<file path="config.mk">
export PLATFORM = sky130hd
export DESIGN_NAME = irw_matcher
export DESIGN_NICKNAME = d
export VERILOG_FILES = /design/src/hdl/irw_pkg.sv /design/src/hdl/irw_range_check.sv /design/src/hdl/irw_matcher.sv
export SDC_FILE = /design/constraint.sdc
export NUM_CORES = 1
export LEC_CHECK = 0
export BUFFER_PORTS_ARGS = -buffer_cell sky130_fd_sc_hd__buf_2
export CORE_MARGIN = 2
export CORE_UTILIZATION = 49
export DETAILED_ROUTE_END_ITERATION = 10
export PLACE_DENSITY = 0.77
export RECOVER_POWER = 100
export SETUP_SLACK_MARGIN = 0.4
export SYNTH_ARGS = -nofsm -noshare
export SYNTH_HDL_FRONTEND = slang
export SYNTH_HIERARCHICAL = 1
export SYNTH_SLANG_ARGS = --single-unit
</file>
<file path="constraint.sdc">
create_clock -name core_clk_i -period 3.7 [get_ports core_clk_i]
set_clock_uncertainty 0.15 [all_clocks]
set_input_delay 0.74 -clock core_clk_i [delete_from_list [all_inputs] [get_ports core_clk_i]]
set_output_delay 0.74 -clock core_clk_i [all_outputs]
set_load 0.05 [all_outputs]
</file>
<file path="src/hdl/irw_pkg.sv">
// Package with register map, field layout, timing and types of the IR wake matcher.
package irw_pkg;

	localparam int unsigned ADDR_W = 8;
	localparam int unsigned DATA_W = 8;

	// Register offsets.
	localparam logic [7:0] OFS_CONTROL = 8'h13;
	localparam logic [7:0] OFS_WAKE_ADDR = 8'h15;
	localparam logic [7:0] OFS_ADDR_MASK = 8'h16;
	localparam logic [7:0] OFS_RX_ADDR = 8'h17;
	localparam logic [7:0] OFS_RANGE_BASE = 8'h18;
	localparam logic [7:0] OFS_RANGE_LAST = 8'h1F;
	localparam logic [7:0] OFS_WAKE_STATUS = 8'h20;
	localparam logic [7:0] OFS_IRQ_MASK = 8'h21;

	// Control register fields.
	localparam int unsigned CTL_ENABLE = 0;
	localparam int unsigned CTL_INVERT = 2;
	localparam int unsigned CTL_SEL_B = 3;
	localparam int unsigned CTL_PROTO_LO = 4;
	localparam int unsigned CTL_PROTO_HI = 5;
	localparam logic [7:0] CTL_WRITE_MASK = 8'h3D;
	localparam logic [1:0] PROTO_BIPHASE = 2'b00;
	localparam logic [1:0] PROTO_PDIST = 2'b01;

	// Wake status bit for the remote-control event.
	localparam int unsigned STS_IR_EVENT = 5;

	// Reset values.
	localparam logic [7:0] RST_CONTROL = 8'h00;
	localparam logic [7:0] RST_WAKE_ADDR = 8'h00;
	localparam logic [7:0] RST_ADDR_MASK = 8'hE0;
	localparam logic [7:0] RST_RX_ADDR = 8'h00;
	localparam logic [7:0] RST_STATUS = 8'h00;
	localparam logic [7:0] RST_IRQ_MASK = 8'h00;
	localparam logic [7:0] RST_R0_LO = 8'h10;
	localparam logic [7:0] RST_R0_HI = 8'h14;
	localparam logic [7:0] RST_R1_LO = 8'h07;
	localparam logic [7:0] RST_R1_HI = 8'h0B;
	localparam logic [7:0] RST_R2_LO = 8'h50;
	localparam logic [7:0] RST_R2_HI = 8'h64;
	localparam logic [7:0] RST_R3_LO = 8'h28;
	localparam logic [7:0] RST_R3_HI = 8'h32;
	localparam logic [7:0] DATA_ZERO = 8'h00;

	// Timing: range limits count units of 0.1 ms.
	localparam int unsigned CLK_PERIOD_NS = 100;
	localparam int unsigned UNIT_NS = 100000;
	localparam int unsigned UNIT_CYCLES = (UNIT_NS + CLK_PERIOD_NS - 1) /
		CLK_PERIOD_NS;
	localparam int unsigned PRE_W = 10;
	localparam logic [PRE_W-1:0] PRE_LAST = PRE_W'(UNIT_CYCLES - 1);
	localparam logic [PRE_W-1:0] PRE_ZERO = 10'h000;
	localparam logic [7:0] DUR_MAX = 8'hFF;
	localparam logic [7:0] DUR_ONE = 8'h01;

	// Frame layout.
	localparam logic [3:0] BIT_ZERO = 4'h0;
	localparam logic [3:0] BIT_ONE = 4'h1;
	localparam logic [3:0] BP_ADDR_FIRST = 4'h4;
	localparam logic [3:0] BP_ADDR_LAST = 4'h8;
	localparam logic [3:0] BP_FRAME_BITS = 4'hE;
	localparam logic [3:0] PD_ADDR_BITS = 4'h8;

	localparam int unsigned NUM_RANGES = 4;
	localparam int unsigned RNG_CELL = 0;
	localparam int unsigned RNG_HALF = 1;
	localparam int unsigned RNG_HDR = 2;
	localparam int unsigned RNG_GAP = 3;

	typedef struct packed {
		logic [7:0] high;
		logic [7:0] low;
	} irw_range_s;

	typedef enum logic [3:0] {
		ST_IDLE = 4'b0001,
		ST_HDR_PULSE = 4'b0010,
		ST_HDR_GAP = 4'b0100,
		ST_DATA = 4'b1000
	} irw_state_e;

endpackage : irw_pkg

</file>
<file path="src/hdl/irw_range_check.sv">
// Window comparator for one measured duration against one range.
`timescale 1ns/100ps
module irw_range_check (
	// Measured duration in 0.1 ms units.
	input wire logic [7:0] dur_i,
	// Low and high limits.
	input wire irw_pkg::irw_range_s lim_i,
	// Duration lies inside the window.
	output logic hit_o
);
	import irw_pkg::*;

	assign hit_o = (dur_i >= lim_i.low) && (dur_i <= lim_i.high);

endmodule : irw_range_check

</file>
<file path="src/hdl/irw_matcher.sv">
// Infrared remote wake-up matcher with register file and interrupt.
//
// The strobed register port was chosen for this implementation.
`timescale 1ns/100ps
// What this block does
// - Control bit 3 clear uses input a, set uses input b.
// - Control bit 2 set inverts the selected infrared input.
// - Enable bit 0 clear keeps registers but blocks the event status flag.
// - The wake enable bit always gates setting the event status flag.
// - Enabled and unmasked address match sets wake status bit 5.
// - Mask bit 0 compares the address bit, mask bit 1 ignores it.
// - Incoming address shifts into read-only received register used for compare.
// - Control, wake address and received address clear to 00h on reset.
// - All range limits count in 0.1 millisecond units.
// - Bi-phase full bit cell must lie within range 0.
// - Pulse-distance interval within range 0 decodes a 0 bit.
// - Bi-phase half cell within range 1; pulse-distance 1 bit within range 1.
// - Pulse-distance header pulse must lie within range 2.
// - Pulse-distance post-header gap must lie within range 3.
module irw_matcher (
	// Clock, reset and enable.
	input wire logic core_clk_i,
	input wire logic reset_n_i,
	input wire logic ce_i,
	input wire logic soft_reset_i,
	// Register port.
	input wire logic [irw_pkg::ADDR_W-1:0] reg_addr_i,
	input wire logic [irw_pkg::DATA_W-1:0] reg_wdata_i,
	input wire logic reg_wr_i,
	input wire logic reg_rd_i,
	output logic [irw_pkg::DATA_W-1:0] reg_rdata_o,
	// Infrared receiver inputs.
	input wire logic ir_input_a_i,
	input wire logic ir_input_b_i,
	// Wake event and interrupt.
	output logic ir_event_o,
	output logic irq_o
);
	import irw_pkg::*;

	logic [7:0] ir_wake_control;
	logic [7:0] ir_wake_address;
	logic [7:0] ir_wake_address_mask;
	logic [7:0] ir_received_address;
	logic [7:0] wake_status_0;
	logic [7:0] irq_mask;
	irw_range_s range_lim [NUM_RANGES];
	logic [NUM_RANGES-1:0] range_hit;

	logic ir_selected_input;
	logic ir_level;
	logic ir_prev;
	logic ir_rise;
	logic ir_fall;
	logic ir_edge;
	logic [1:0] proto;
	logic proto_bp;
	logic proto_pd;
	logic enabled;

	logic [PRE_W-1:0] prescale;
	logic [7:0] dur;
	logic restart;

	irw_state_e state;
	irw_state_e next_state;
	logic at_mid;
	logic [3:0] bit_cnt;
	logic [7:0] shift;
	logic capture;
	logic compare;
	logic match;
	logic status_rd;

	// Decoder input path.
	assign enabled = ir_wake_control[CTL_ENABLE];
	assign proto = ir_wake_control[CTL_PROTO_HI:CTL_PROTO_LO];
	assign proto_bp = enabled && (proto == PROTO_BIPHASE);
	assign proto_pd = enabled && (proto == PROTO_PDIST);
	assign ir_selected_input = ir_wake_control[CTL_SEL_B] ?
		ir_input_b_i : ir_input_a_i;
	assign ir_level = ir_selected_input ^ ir_wake_control[CTL_INVERT];
	assign ir_rise = ir_level && !ir_prev;
	assign ir_fall = !ir_level && ir_prev;
	assign ir_edge = ir_rise || ir_fall;

	always_ff @(posedge core_clk_i or negedge reset_n_i) begin
		if (!reset_n_i) begin
			ir_prev <= 1'b0;
		end else if (ce_i) begin
			ir_prev <= ir_level;
		end
	end

	// Duration measured in 0.1 ms units, restarted at each reference edge.
	assign restart = (state == ST_DATA && proto_pd) ? ir_rise : ir_edge;

	always_ff @(posedge core_clk_i or negedge reset_n_i) begin
		if (!reset_n_i) begin
			prescale <= PRE_ZERO;
			dur <= DATA_ZERO;
		end else if (ce_i) begin
			if (restart || state == ST_IDLE) begin
				prescale <= PRE_ZERO;
				dur <= DATA_ZERO;
			end else if (prescale == PRE_LAST) begin
				prescale <= PRE_ZERO;
				if (dur != DUR_MAX) begin
					dur <= dur + DUR_ONE;
				end
			end else begin
				prescale <= prescale + PRE_W'(1);
			end
		end
	end

	genvar gi;
	generate
		for (gi = 0; gi < NUM_RANGES; gi++) begin : g_range
			irw_range_check u_range (
				.dur_i(dur),
				.lim_i(range_lim[gi]),
				.hit_o(range_hit[gi])
			);
		end
	endgenerate

	// Frame decoder state.
	always_comb begin
		next_state = state;
		unique case (state)
			ST_IDLE: begin
				if (ir_rise && proto_pd) begin
					next_state = ST_HDR_PULSE;
				end else if (ir_rise && proto_bp) begin
					next_state = ST_DATA;
				end
			end
			ST_HDR_PULSE: begin
				if (ir_fall) begin
					next_state = range_hit[RNG_HDR] ? ST_HDR_GAP : ST_IDLE;
				end
			end
			ST_HDR_GAP: begin
				if (ir_rise) begin
					next_state = range_hit[RNG_GAP] ? ST_DATA : ST_IDLE;
				end
			end
			ST_DATA: begin
				if (proto_pd && ir_rise) begin
					if (!(range_hit[RNG_CELL] || range_hit[RNG_HALF]) ||
						bit_cnt == PD_ADDR_BITS - BIT_ONE) begin
						next_state = ST_IDLE;
					end
				end else if (proto_bp && ir_edge) begin
					if (!at_mid && !range_hit[RNG_HALF]) begin
						next_state = ST_IDLE;
					end else if (at_mid && !range_hit[RNG_HALF] &&
						!range_hit[RNG_CELL]) begin
						next_state = ST_IDLE;
					end else if (bit_cnt == BP_FRAME_BITS) begin
						next_state = ST_IDLE;
					end
				end
			end
			default: next_state = ST_IDLE;
		endcase
		if (!(proto_bp || proto_pd) || dur == DUR_MAX) begin
			next_state = ST_IDLE;
		end
	end

	always_ff @(posedge core_clk_i or negedge reset_n_i) begin
		if (!reset_n_i) begin
			state <= ST_IDLE;
		end else if (ce_i) begin
			state <= soft_reset_i ? ST_IDLE : next_state;
		end
	end

	// Bit recovery and address shifting.
	always_ff @(posedge core_clk_i or negedge reset_n_i) begin
		if (!reset_n_i) begin
			at_mid <= 1'b0;
			bit_cnt <= BIT_ZERO;
			shift <= DATA_ZERO;
			capture <= 1'b0;
		end else if (ce_i) begin
			capture <= 1'b0;
			// A valid period goes first so the closing period still captures.
			if (state == ST_DATA && proto_pd && ir_rise &&
				(range_hit[RNG_CELL] || range_hit[RNG_HALF])) begin
				shift <= {range_hit[RNG_HALF] && !range_hit[RNG_CELL],
					shift[7:1]};
				bit_cnt <= bit_cnt + BIT_ONE;
				if (bit_cnt == PD_ADDR_BITS - BIT_ONE) begin
					capture <= 1'b1;
				end
			end else if (state == ST_IDLE || next_state == ST_IDLE) begin
				at_mid <= 1'b1;
				bit_cnt <= (state == ST_IDLE && !proto_pd) ? BIT_ONE :
					BIT_ZERO;
				if (state == ST_IDLE) begin
					shift <= DATA_ZERO;
				end
			end else if (state == ST_DATA && proto_bp && ir_edge) begin
				if (at_mid && range_hit[RNG_HALF]) begin
					at_mid <= 1'b0;
				end else begin
					// Full cell from mid to mid, or half from edge to mid.
					at_mid <= 1'b1;
					bit_cnt <= bit_cnt + BIT_ONE;
					if (bit_cnt + BIT_ONE >= BP_ADDR_FIRST &&
						bit_cnt + BIT_ONE <= BP_ADDR_LAST) begin
						shift <= {shift[6:0], ir_level};
					end
					if (bit_cnt + BIT_ONE == BP_ADDR_LAST) begin
						capture <= 1'b1;
					end
				end
			end
		end
	end

	// Received address register and compare one cycle after capture.
	always_ff @(posedge core_clk_i or negedge reset_n_i) begin
		if (!reset_n_i) begin
			ir_received_address <= RST_RX_ADDR;
			compare <= 1'b0;
		end else if (ce_i) begin
			compare <= capture && !soft_reset_i;
			if (soft_reset_i) begin
				ir_received_address <= RST_RX_ADDR;
			end else if (capture) begin
				ir_received_address <= shift;
			end
		end
	end

	assign match = compare && (((ir_received_address ^ ir_wake_address) &
		~ir_wake_address_mask) == DATA_ZERO);

	// Software registers.
	always_ff @(posedge core_clk_i or negedge reset_n_i) begin
		if (!reset_n_i) begin
			ir_wake_control <= RST_CONTROL;
			ir_wake_address <= RST_WAKE_ADDR;
			ir_wake_address_mask <= RST_ADDR_MASK;
			irq_mask <= RST_IRQ_MASK;
			range_lim[RNG_CELL] <= {RST_R0_HI, RST_R0_LO};
			range_lim[RNG_HALF] <= {RST_R1_HI, RST_R1_LO};
			range_lim[RNG_HDR] <= {RST_R2_HI, RST_R2_LO};
			range_lim[RNG_GAP] <= {RST_R3_HI, RST_R3_LO};
		end else if (ce_i) begin
			if (soft_reset_i) begin
				ir_wake_control <= RST_CONTROL;
				ir_wake_address <= RST_WAKE_ADDR;
				ir_wake_address_mask <= RST_ADDR_MASK;
				irq_mask <= RST_IRQ_MASK;
				range_lim[RNG_CELL] <= {RST_R0_HI, RST_R0_LO};
				range_lim[RNG_HALF] <= {RST_R1_HI, RST_R1_LO};
				range_lim[RNG_HDR] <= {RST_R2_HI, RST_R2_LO};
				range_lim[RNG_GAP] <= {RST_R3_HI, RST_R3_LO};
			end else if (reg_wr_i) begin
				case (reg_addr_i)
					OFS_CONTROL: ir_wake_control <= reg_wdata_i & CTL_WRITE_MASK;
					OFS_WAKE_ADDR: ir_wake_address <= reg_wdata_i;
					OFS_ADDR_MASK: ir_wake_address_mask <= reg_wdata_i;
					OFS_IRQ_MASK: irq_mask <= reg_wdata_i;
					default: begin
						if (reg_addr_i >= OFS_RANGE_BASE &&
							reg_addr_i <= OFS_RANGE_LAST) begin
							if (reg_addr_i[0]) begin
								range_lim[reg_addr_i[2:1]].high <= reg_wdata_i;
							end else begin
								range_lim[reg_addr_i[2:1]].low <= reg_wdata_i;
							end
						end
					end
				endcase
			end
		end
	end

	// Sticky wake status; a read clears it but a new event wins.
	assign status_rd = reg_rd_i && (reg_addr_i == OFS_WAKE_STATUS);

	always_ff @(posedge core_clk_i or negedge reset_n_i) begin
		if (!reset_n_i) begin
			wake_status_0 <= RST_STATUS;
		end else if (ce_i) begin
			if (soft_reset_i) begin
				wake_status_0 <= RST_STATUS;
			end else if (match && enabled) begin
				wake_status_0[STS_IR_EVENT] <= 1'b1;
			end else if (status_rd) begin
				wake_status_0 <= RST_STATUS;
			end
		end
	end

	assign ir_event_o = wake_status_0[STS_IR_EVENT];
	assign irq_o = |(wake_status_0 & irq_mask);

	// Read data, valid in the cycle after the read strobe.
	always_ff @(posedge core_clk_i or negedge reset_n_i) begin
		if (!reset_n_i) begin
			reg_rdata_o <= DATA_ZERO;
		end else if (ce_i) begin
			reg_rdata_o <= DATA_ZERO;
			if (reg_rd_i) begin
				case (reg_addr_i)
					OFS_CONTROL: reg_rdata_o <= ir_wake_control;
					OFS_WAKE_ADDR: reg_rdata_o <= ir_wake_address;
					OFS_ADDR_MASK: reg_rdata_o <= ir_wake_address_mask;
					OFS_RX_ADDR: reg_rdata_o <= ir_received_address;
					OFS_WAKE_STATUS: reg_rdata_o <= wake_status_0;
					OFS_IRQ_MASK: reg_rdata_o <= irq_mask;
					default: begin
						if (reg_addr_i >= OFS_RANGE_BASE &&
							reg_addr_i <= OFS_RANGE_LAST) begin
							reg_rdata_o <= reg_addr_i[0] ?
								range_lim[reg_addr_i[2:1]].high :
								range_lim[reg_addr_i[2:1]].low;
						end
					end
				endcase
			end
		end
	end

endmodule : irw_matcher

</file>
==> results by group, run 1 <==
Critical path
  • Reg2reg end: shift[2]
  • CP required: 3.87 ns
  • Worst Setup End Kind: register
  • CP Class: register to register
  • FF-to-FF setup slack: 0.22 ns
  • Worst reg2reg path startpoint: range_lim[42]
  • Worst Reg2Reg Path Length in Cells: 14
  • CP startpoint kind: register
  • Crit path DAT: 3.65 ns
  • CP max FO: 8

Final layout
  • N_diodes: 0
  • Final std cells w/o fill: 1417
  • Fill cells: 1709
  • Multi-input logic area: 0.00596 mm2
  • Final nets: 1226
  • Area growth from synthesis to layout: 16.3%
  • Share of cells above drive strength 1: 21.8%
  • Reg area: 0.00374 mm2

Min path
  • Hold EP: reg_rdata_o[0]
  • Worst Hold Class: register to register
  • HP Start: reg_rdata_o[0]
  • Hold Path Depth: 1

STA
  • Peak Freq: 287 MHz
  • Fin. max-slew vios: 164
  • RSZ-0062 raised after global routing: yes
  • Worst slew pin tran: 1.90 ns
  • Relative slew margins: -26.6%
  • Post-Route Setup TNS: 0 ns
  • Setup ws final: 0.217 ns
  • Final Hold Violating Endpoints: 0
  • Final worst path period share: 94.1%
  • Post-layout minimum cycle time: 3.48 ns
  • Final setup fails: 0

Clock network
  • CTS buffer count: 17
  • Max clock buf depth: 2
  • CTS tree: built
  • CTS root buffer: clkbuf_16
  • Later-pin clock latency in the skew report: 0.44 ns
  • CTS sink count: 148
  • H-tree Lvls: 4
  • Clk slew on worst S/H paths: 0.08 ns

Die
  • Core Box Area: 0.0202 mm2
  • Die ar.: 0.0217 mm2
  • I/O pin count: 34
  • Starting Density: 49.8%
  • Num rows: 52
  • Die height: 147 um
  • Die span in x: 147 um

Routing
  • Drt pass-1 iters: 8
  • Detailed Route Iter0 Violations: 1166
  • Wire length per cell: 21.5 um
  • Antenna viol nets, final: 0
  • Number of vias per cell: 6.42
  • DRC: 0
  • DRT Wirelength: 30500 um
  • Vias: 9093

Logic synthesis
  • Cell count after synthesis: 1075
  • Ys async rst share: 100%
  • Netlist cell types: 87
  • Sequential area share after synthesis: 37.1%
  • Post-synth EDFFs: 0
  • Ys Warns: 6
  • Synthesized area: 0.0100 mm2
  • Syn_area_per_cell: 9.35 um2
  • Post-Synthesis Net Count: 1167
  • #FFs+latches synth: 148
  • Ys flop type: dfrtp_1

Global routing
  • Vias in the first global route: 8668
  • Largest net degree at the start of global routing: 94
  • Initial antenna violation count: 0
  • Overall Global Routing Usage: 28.2%
  • GRT Residual Overflow: 0
  • First-pass GRT wire length: 48100 um

Place
  • PortBufs: 33
  • Final GP Congestion: 0.978
  • Placed cell count: 1351
  • Post-place setup slack: 0.131 ns
  • DP HPWL: 20900 um

Power
  • Switching pwr: 1.84 mW
  • Combinational power share: 24.4%
  • Leak: 5.07 nW
  • Worst vdd ir: 0.352 mV
  • Power per Cell Area: 449 mW/mm2
  • Clk network pwr share: 34.5%
  • P_int: 3.41 mW
  • Flop pwr share: 41.1%
  • Sw frac: 35.0%

Run
  • # Max-Cap Violations: 2

Outcome
  • Failing checks: max-capacitance violations, max-slew violations
  • Outcome: finished, violations left
what timing repair did:
item	in CTS	in global routing
setup endpoints to repair	14	15
setup buffers	19	12
pin swaps	16	15
hold buffers	0	0
endpoints found under the hold margin	0	0
gates resized for setup	25	29
cloned	3	0
metrics by stage:
stage / total power, mW / instance area (um2) / hold WS (ns) / utilization (%)
final: 5.25 / 11700 / 0.351 / 57.9
after floorplan: 2.92 / 10000 / 0.294 / -
after CTS: 5.17 / 11500 / 0.188 / 57.0
after detailed placement: 3.29 / 10600 / 0.322 / 52.5
after global placement: 3.24 / 10600 / 0.320 / 52.5
after global routing: 5.50 / 11700 / 0.360 / 57.9
sequential cells by signal (all words and copies together) (netlist names), 5 cells and up:
register              cells
range_lim                64
prescale                 10
dur                       8
ir_received_address       8
ir_wake_address           8
ir_wake_address_mask      8
irq_mask                  8
reg_rdata_o               8
shift                     8
ir_wake_control           5
power groups by stage:
| stage | Clock [mW] | Sequential (mW) | Combinational [mW] |
|---|---|---|---|
| 6_report | 1.81 | 2.16 | 1.28 |
| 4_1_cts | 1.83 | 2.14 | 1.20 |
| 3_5_place_dp | 0 | 2.18 | 1.12 |
| 3_3_place_gp | 0 | 2.16 | 1.08 |
| 2_1_floorplan | 0 | 2.06 | 0.858 |
| 5_1_grt | 1.89 | 2.18 | 1.42 |
layer usage:
| metal | GRT usage [%] | vias to the layer above | share of wire [%] |
|---|---|---|---|
| met5 | 0 | - | 0 |
| met4 | 14.3 | 0 | 4.9 |
| met3 | 4.88 | 88 | 6.8 |
| met2 | 44.3 | 429 | 47 |
| met1 | 37.6 | 4456 | 41 |
| li1 | - | 4120 | - |
cell usage after synthesis (8+ instances only):
cell	instances	area, um2
a31oi_1	16	100
a22oi_1	53	398
nand2_1	121	454
ha_1	68	851
nand3_1	21	105
nor2_1	66	248
nand4_1	8	50.1
a311oi_1	9	78.8
and2_1	10	62.6
dfrtp_1	125	3130
inv_1	75	282
o21ai_0	78	390
nor3_1	10	50.1
mux2_2	24	270
o22a_1	31	272
a21oi_1	73	365
xnor2_1	12	105
mux4_2	16	360
dfstp_2	23	604
nor2b_1	14	87.6
clkbuf_1	38	143
buf_2	8	40.0
o2bb2ai_1	30	263
buf_1	11	41.3
worst max-delay path by stage:
| stage | from | endpoint | slack (ns) | cells after the start |
|---|---|---|---|---|
| 2_1_floorplan | dur[7] | at_mid | 0.62 | 12 |
| 3_3_place_gp | dur[7] | shift[5] | 0.29 | 12 |
| 3_5_place_dp | dur[5] | shift[6] | 0.13 | 12 |
| 4_1_cts | dur[5] | shift[2] | 0.42 | 15 |
| 5_1_grt | dur[3] | shift[2] | 0.13 | 14 |
| 6_report | range_lim[42] | shift[2] | 0.22 | 14 |
layout by cell type (no fill, tap or decap), drive strengths merged, types with 10 or more instances in the layout:
| cell | synthesis | layout |
|---|---|---|
| dfrtp | 125 | 125 |
| mux4 | 16 | 16 |
| buf | 21 | 81 |
| nand4 | 12 | 12 |
| and2 | 10 | 10 |
| nor2b | 14 | 14 |
| nor2 | 67 | 67 |
| xnor2 | 14 | 14 |
| ha | 68 | 68 |
| nand3 | 21 | 21 |
| mux2 | 24 | 24 |
| o21ai | 79 | 79 |
| clkbuf | 39 | 36 |
| nand2 | 123 | 123 |
| a22oi | 53 | 53 |
| o22a | 31 | 31 |
| nor3 | 14 | 14 |
| a31oi | 16 | 16 |
| a21oi | 74 | 74 |
| inv | 75 | 83 |
| dfstp | 23 | 23 |
| o2bb2ai | 30 | 30 |
cell type report:
class                           count  area share [%]
Clock inverter                     15            1.68
Timing Repair Buffer              100            6.27
Multi-Input combinational cell    791            51.0
Tap cell                          270            2.89
Sequential cell                   148            32.0
Inverter                           76            2.44
Clock buffer                       17            3.64
critical path, cell delays in order, from the launching register on:
cell and delay [ns]:
dfrtp_1 0.49, inv_1 0.08, ha_1 0.32, nand2_4 0.07, nor3_4 0.24, nor2_2 0.09
a211oi_4 0.39, nor2_2 0.10, a31oi_1 0.28, o32ai_4 0.16, a2111oi_4 0.37, buf_6 0.20
buf_12 0.13, a31o_4 0.21, a31oi_2 0.09
cells by family after synthesis:
logic type | synth area share (%)
flops | 37.1
compound gates | 23.8
mux | 7.34
buf+inv | 5.34
xor+xnor | 2.10
fa+ha+maj | 8.47
simple gates | 15.8
Note: power is estimated with default switching activity, not from simulation.
==> run 2: changes to the inputs <==
PLACE_DENSITY = 0.67   (was 0.77)
==> run 2 against run 1 <==
The flow still finishes with violations (max-capacitance violations, max-slew violations). Critical path depth is 2 higher. Cell count grew 0.21%. Non-clock buffer count is 3 higher. Largest power group unchanged. Core utilization rose by 0.62 points.
==> results by group, run 2 (synthesis results as in run 1) <==
Power
  • Power per Cell Area: 445 mW/mm2
  • Leak: 5.07 nW
  • Worst vdd ir: 0.338 mV
  • Sw frac: 34.1%
  • P_int: 3.46 mW
  • Final Power: 5.25 mW
  • Clk network pwr share: 34.1%
  • Combinational power share: 24.7%
  • Switching pwr: 1.79 mW
  • Flop pwr share: 41.2%

STA
  • Post-Route Setup TNS: 0 ns
  • Relative slew margins: -7.12%
  • Worst slew pin tran: 1.61 ns
  • Fin. max-slew vios: 84
  • Final setup fails: 0
  • Post-layout minimum cycle time: 3.35 ns
  • Final Hold Violating Endpoints: 0
  • RSZ-0062 raised after global routing: yes
  • Final worst path period share: 90.5%
  • Peak Freq: 299 MHz

Run
  • # Max-Cap Violations: 2

Clock network
  • Clk slew on worst S/H paths: 0.07 ns
  • CTS tree: built
  • Hold buffers post-CTS: 0
  • Later-pin clock latency in the skew report: 0.45 ns
  • H-tree Lvls: 4
  • CTS buffer count: 17
  • CTS root buffer: clkbuf_16
  • Max clock buf depth: 2
  • CTS sink count: 148

Final layout
  • Commonest non-fill, non-tap cells in the layout: dfrtp_1, nand2_1, o21ai_0
  • Top Registers: range_lim x64, prescale x10
  • Reg area: 0.00374 mm2
  • Reg with most FFs: range_lim
  • Final nets: 1229
  • Area growth from synthesis to layout: 17.5%
  • Share of cells above drive strength 1: 23.6%
  • N_diodes: 0
  • Multi-input logic area: 0.00610 mm2
  • Max FFs per register: 64
  • Commonest non-fill, non-tap cell in the layout: dfrtp_1
  • Fill cells: 1759

Place
  • PortBufs: 33
  • Final GP Congestion: 0.888
  • DP HPWL: 21000 um

Global routing
  • Initial antenna violation count: 0
  • GRT Residual Overflow: 0
  • Overall Global Routing Usage: 28.0%
  • Vias in the first global route: 8566
  • Largest net degree at the start of global routing: 90
  • First-pass GRT wire length: 47400 um

Outcome
  • Failing checks: max-capacitance violations, max-slew violations
  • Outcome: finished, violations left

Routing
  • Number of vias per cell: 6.32
  • Wire length per cell: 21.5 um
  • DRC: 0
  • Vias: 8981
  • Drt pass-1 iters: 5
  • Detailed Route Iter0 Violations: 680
  • DRT Wirelength: 30600 um
  • Antenna viol nets, final: 0

Critical path
  • Critical path origin: dur[4]
  • Max incr delay on CP: 0.48 ns
  • Worst reg2reg path startpoint: dur[4]
  • Crit-path cells: clkbuf_1 > ha_4 > nand4_4 > nor3_4 > a21oi_2 > a211oi_1 > buf_4 > a21oi_4 > a31oi_4 > o32ai_4 > a2111oi_4 > buf_6 > buf_6 > buf_6 > a311oi_2 > a31oi_1
  • Worst Setup End Kind: register
  • CP Class: register to register
  • Reg2reg end: shift[6]
  • Crit path DAT: 3.56 ns
  • Crit path to: shift[6]
  • CP max FO: 6
  • CP most frequent cell: buf_6
  • FF-to-FF setup slack: 0.35 ns
  • CP startpoint kind: register
  • Critical Path Slowest Stage Cell: dfrtp_1
  • CP required: 3.91 ns
  • Worst Reg2Reg Path Length in Cells: 16

Die
  • Die span in x: 147 um
  • Starting Density: 49.8%
  • Num rows: 52
  • Die ar.: 0.0217 mm2
  • Core Box Area: 0.0202 mm2
  • I/O pin count: 34
  • Die height: 147 um

Min path
  • Worst Hold Class: register to register
==> run 2: cell count changes in the layout (fill, tap and decap cells not counted), moves of 3 or more <==
cell,change
ha_4,+8
a311oi_1,-5
ha_1,-8
inv_1,-4
nand2_2,+3
inv_2,+4
a311oi_2,+5
clkinv_8,-6
==> run 2: metal layers <==
metal | global-route usage [%] | wire length [um] | share of wire [%]
met1 | 39.2 | 13300 | 44
met2 | 42.1 | 13900 | 45
met3 | 6.02 | 2300 | 7.5
met4 | 11.8 | 1070 | 3.5
met5 | 0 | 0 | 0
==> run 2: power by group through the flow <==
stage / clock network, mW / logic (mW) / registers [mW]
after detailed placement: 0 / 1.12 / 2.18
final: 1.79 / 1.30 / 2.16
after floorplan: 0 / 0.858 / 2.06
after global placement: 0 / 1.10 / 2.17
after global routing: 1.88 / 1.43 / 2.19
after CTS: 1.82 / 1.16 / 2.15
==> run 2: worst min-delay path by stage <==
stage | start | end | slack [ns] | cells after the start
after detailed placement | reg_rdata_o[3] | reg_rdata_o[3] | 0.32 | 1
after floorplan | reset_n_i | at_mid | 0.29 | 0
after CTS | reset_n_i | range_lim[55] | 0.15 | 1
after global routing | reg_rdata_o[4] | reg_rdata_o[4] | 0.36 | 1
after global placement | reg_rdata_o[2] | reg_rdata_o[2] | 0.32 | 1
final | reg_rdata_o[4] | reg_rdata_o[4] | 0.34 | 1
==> run 2: timing repair <==
item,CTS,global route
cloned,2,1
resized for setup,7,72
setup endpoints to repair,14,15
pin swaps,5,14
buffers inserted,7,21
==> run 2: cell type report <==
type | count | share of cell area [%]
Multi-Input combinational cell | 791 | 51.7
Timing Repair Buffer | 103 | 6.32
Sequential cell | 148 | 31.7
Clock buffer | 18 | 3.72
Inverter | 76 | 2.42
Tap cell | 270 | 2.86
Clock inverter | 14 | 1.35
==> run 2: stage by stage <==
| step | hold WS [ns] | std cells | util, % | cell area, um2 | worst slack (ns) |
|---|---|---|---|---|---|
| global placement | 0.319 | 1357 | 52.7 | 10600 | 0.315 |
| detailed placement | 0.319 | 1357 | 52.7 | 10600 | 0.223 |
| floorplan | 0.294 | 1075 | - | 10000 | 0.623 |
| global route | 0.360 | 1420 | 58.5 | 11800 | 0.175 |
| CTS | 0.149 | 1398 | 56.2 | 11300 | 0.400 |
| finish | 0.343 | 1420 | 58.5 | 11800 | 0.351 |
==> run 2: critical path: cells and delay by family, from the launching register on <==
kind / cells / cell delay, ns
AOI/OAI and AO/OA: 8 / 1.28
buffers and inverters: 5 / 0.79
DFF: 1 / 0.48
and+or+nand+nor: 2 / 0.30
adders and majority gates: 1 / 0.28
==> run 3: changes to the inputs <==
CORE_UTILIZATION = 52   (was 49)
PLACE_DENSITY = 0.71   (was 0.67)
==> run 3 against run 2 <==
The run still ends with max-capacitance violations, max-slew violations left. Design area decreased by 4.7%. Combinational power decreased by 10%. Global-route usage increased by 2.1 points. Largest cell class unchanged. Worst hold slack improved by 0.0022 ns. Via count about the same. Flip-flop and latch count unchanged. Critical path depth decreased by 1. Cell count decreased by 2.3%. Register-to-register slack got worse by 0.03 ns. Critical path type unchanged.
==> results by group, run 3 (synthesis results as in run 1) <==
Final layout
  • Commonest non-fill, non-tap cells in the layout: nand2_1, dfrtp_1, o21ai_0
  • Final nets: 1207
  • Share of cells above drive strength 1: 18.4%
  • Top Registers: range_lim x64, prescale x10
  • Reg with most FFs: range_lim
  • Max FFs per register: 64
  • Fill cells: 1592
  • Commonest non-fill, non-tap cell in the layout: nand2_1
  • Area growth from synthesis to layout: 11.9%
  • N_diodes: 0

Global routing
  • Initial antenna violation count: 0
  • Largest net degree at the start of global routing: 79
  • GRT Residual Overflow: 0
  • First-pass GRT wire length: 47500 um
  • Overall Global Routing Usage: 30.1%
  • Vias in the first global route: 8508

Power
  • Worst vdd ir: 0.437 mV
  • Leak: 4.93 nW
  • Power per Cell Area: 457 mW/mm2
  • Final Power: 5.14 mW

Critical path
  • Worst path depth: 15
  • Crit-path cells: buf_4 > ha_1 > a21oi_1 > o21ai_0 > a21oi_1 > a211oi_2 > buf_4 > a21oi_2 > a31oi_1 > o32ai_1 > a2111oi_4 > buf_4 > buf_6 > a31oi_1 > o2bb2ai_1
  • CP startpoint kind: register
  • Buf/Inv on CP: 4
  • Max incr delay on CP: 0.49 ns
  • CP most frequent cell: buf_4
  • Critical path origin: dur[7]
  • Top delay family on crit path: compound AO/OA/AOI/OAI gates
  • CP required: 3.86 ns
  • Worst Reg2Reg Path Length in Cells: 15
  • Worst Setup End Kind: register
  • Crit path DAT: 3.54 ns
  • FF-to-FF setup slack: 0.32 ns
  • CP max FO: 7
  • Crit path to: bit_cnt[1]
  • Worst reg2reg path startpoint: dur[7]
  • CP Class: register to register
  • Critical Path Slowest Stage Cell: o32ai_1
  • Reg2reg end: bit_cnt[1]

STA
  • Worst slew pin tran: 2.05 ns
  • Fin. max-slew vios: 78
  • Relative slew margins: -36.6%
  • Post-layout minimum cycle time: 3.38 ns
  • RSZ-0062 raised after global routing: no
  • Final worst path period share: 91.4%
  • Final hold slack: 0.345 ns
  • Final Hold Violating Endpoints: 0
  • Post-Route Setup TNS: 0 ns
  • Peak Freq: 296 MHz
  • Final setup fails: 0

Routing
  • DRC: 0
  • Wire length per cell: 21.3 um
  • Number of vias per cell: 6.48
  • Drt pass-1 iters: 6
  • Vias: 8988
  • DRT Wirelength: 29600 um
  • Detailed Route Iter0 Violations: 848
  • Antenna viol nets, final: 0

Place
  • PortBufs: 33
  • Final GP Congestion: 0.960
  • DP HPWL: 21000 um

Die
  • Core Box Area: 0.0188 mm2
  • Die ar.: 0.0204 mm2
  • Die span in x: 143 um
  • Die height: 143 um
  • Num rows: 50
  • I/O pin count: 34
  • Starting Density: 53.4%

Clock network
  • Hold buffers post-CTS: 0
  • CTS tree: built
  • CTS sink count: 148
  • CTS buffer count: 17
  • Clk slew on worst S/H paths: 0.07 ns
  • Max clock buf depth: 2
  • H-tree Lvls: 4
  • Later-pin clock latency in the skew report: 0.44 ns
  • CTS root buffer: clkbuf_16

Outcome
  • Failing checks: max-capacitance violations, max-slew violations
  • Outcome: finished, violations left

Min path
  • Worst Hold Class: register to register
  • Hold Path Depth: 1

Run
  • # Max-Cap Violations: 1
[run 3: changes by cell type in the layout (fill, tap and decap cells not counted), sizes merged]
cell      previous run  this run
buf                 84        64
bufinv               1         2
clkbuf              37        35
clkinv               3         5
clkinvlp             2         1
inv                 84        82
[run 3: layout make-up]
cell class | count | area [um2] | share of cell area (%)
clock inverters | 14 | 164 | 1.46
well taps | 260 | 325 | 2.89
clock buffers | 18 | 439 | 3.91
flip-flops and latches | 148 | 3740 | 33.3
inverters | 76 | 285 | 2.54
repair buffers | 81 | 512 | 4.55
multi-input cells | 791 | 5780 | 51.4
[run 3: repair_timing]
item / 4_1_cts / 5_1_grt
endpoints found under the setup margin: 14 / 14
resized for setup: 4 / 17
setup buffers: 5 / 6
pin swaps: 3 / 11
cloned: 0 / 2
[run 3: worst min path at each step]
| stage | from | endpoint | slack, ns |
|---|---|---|---|
| 6_report | reg_rdata_o[1] | reg_rdata_o[1] | 0.35 |
| 5_1_grt | reg_rdata_o[6] | reg_rdata_o[6] | 0.36 |
| 4_1_cts | reset_n_i | range_lim[44] | 0.22 |
| 3_5_place_dp | reg_rdata_o[7] | reg_rdata_o[7] | 0.32 |
| 3_3_place_gp | reg_rdata_o[6] | reg_rdata_o[6] | 0.32 |
| 2_1_floorplan | reset_n_i | at_mid | 0.29 |
[run 3: per-stage QoR]
stage                     cells  worst slack (ns)  instance area [um2]  utilization, %
after floorplan            1075             0.623                10000               -
after global placement     1343             0.307                10600            56.1
after detailed placement   1343             0.218                10600            56.1
after CTS                  1380             0.401                11200            59.6
after global routing       1388             0.221                11200            59.7
final                      1388             0.318                11200            59.7
[run 3: per-layer routing]
| metal | global-route usage [%] | vias up | wire (um) |
|---|---|---|---|
| met1 | 43.0 | 4434 | 13300 |
| met5 | 0 | - | 0 |
| met2 | 45.6 | 414 | 13200 |
| met3 | 5.84 | 65 | 2060 |
| li1 | - | 4075 | - |
| met4 | 10.8 | 0 | 1070 |
[run 3: power by group]
group          internal, mW  total [mW]  leakage (nW)  switching (mW)
Combinational         0.525        1.17          2.83           0.643
Sequential             1.87        2.17          1.81           0.293
Clock                  1.03        1.80         0.297           0.768
Total                  3.43        5.14          4.93            1.70
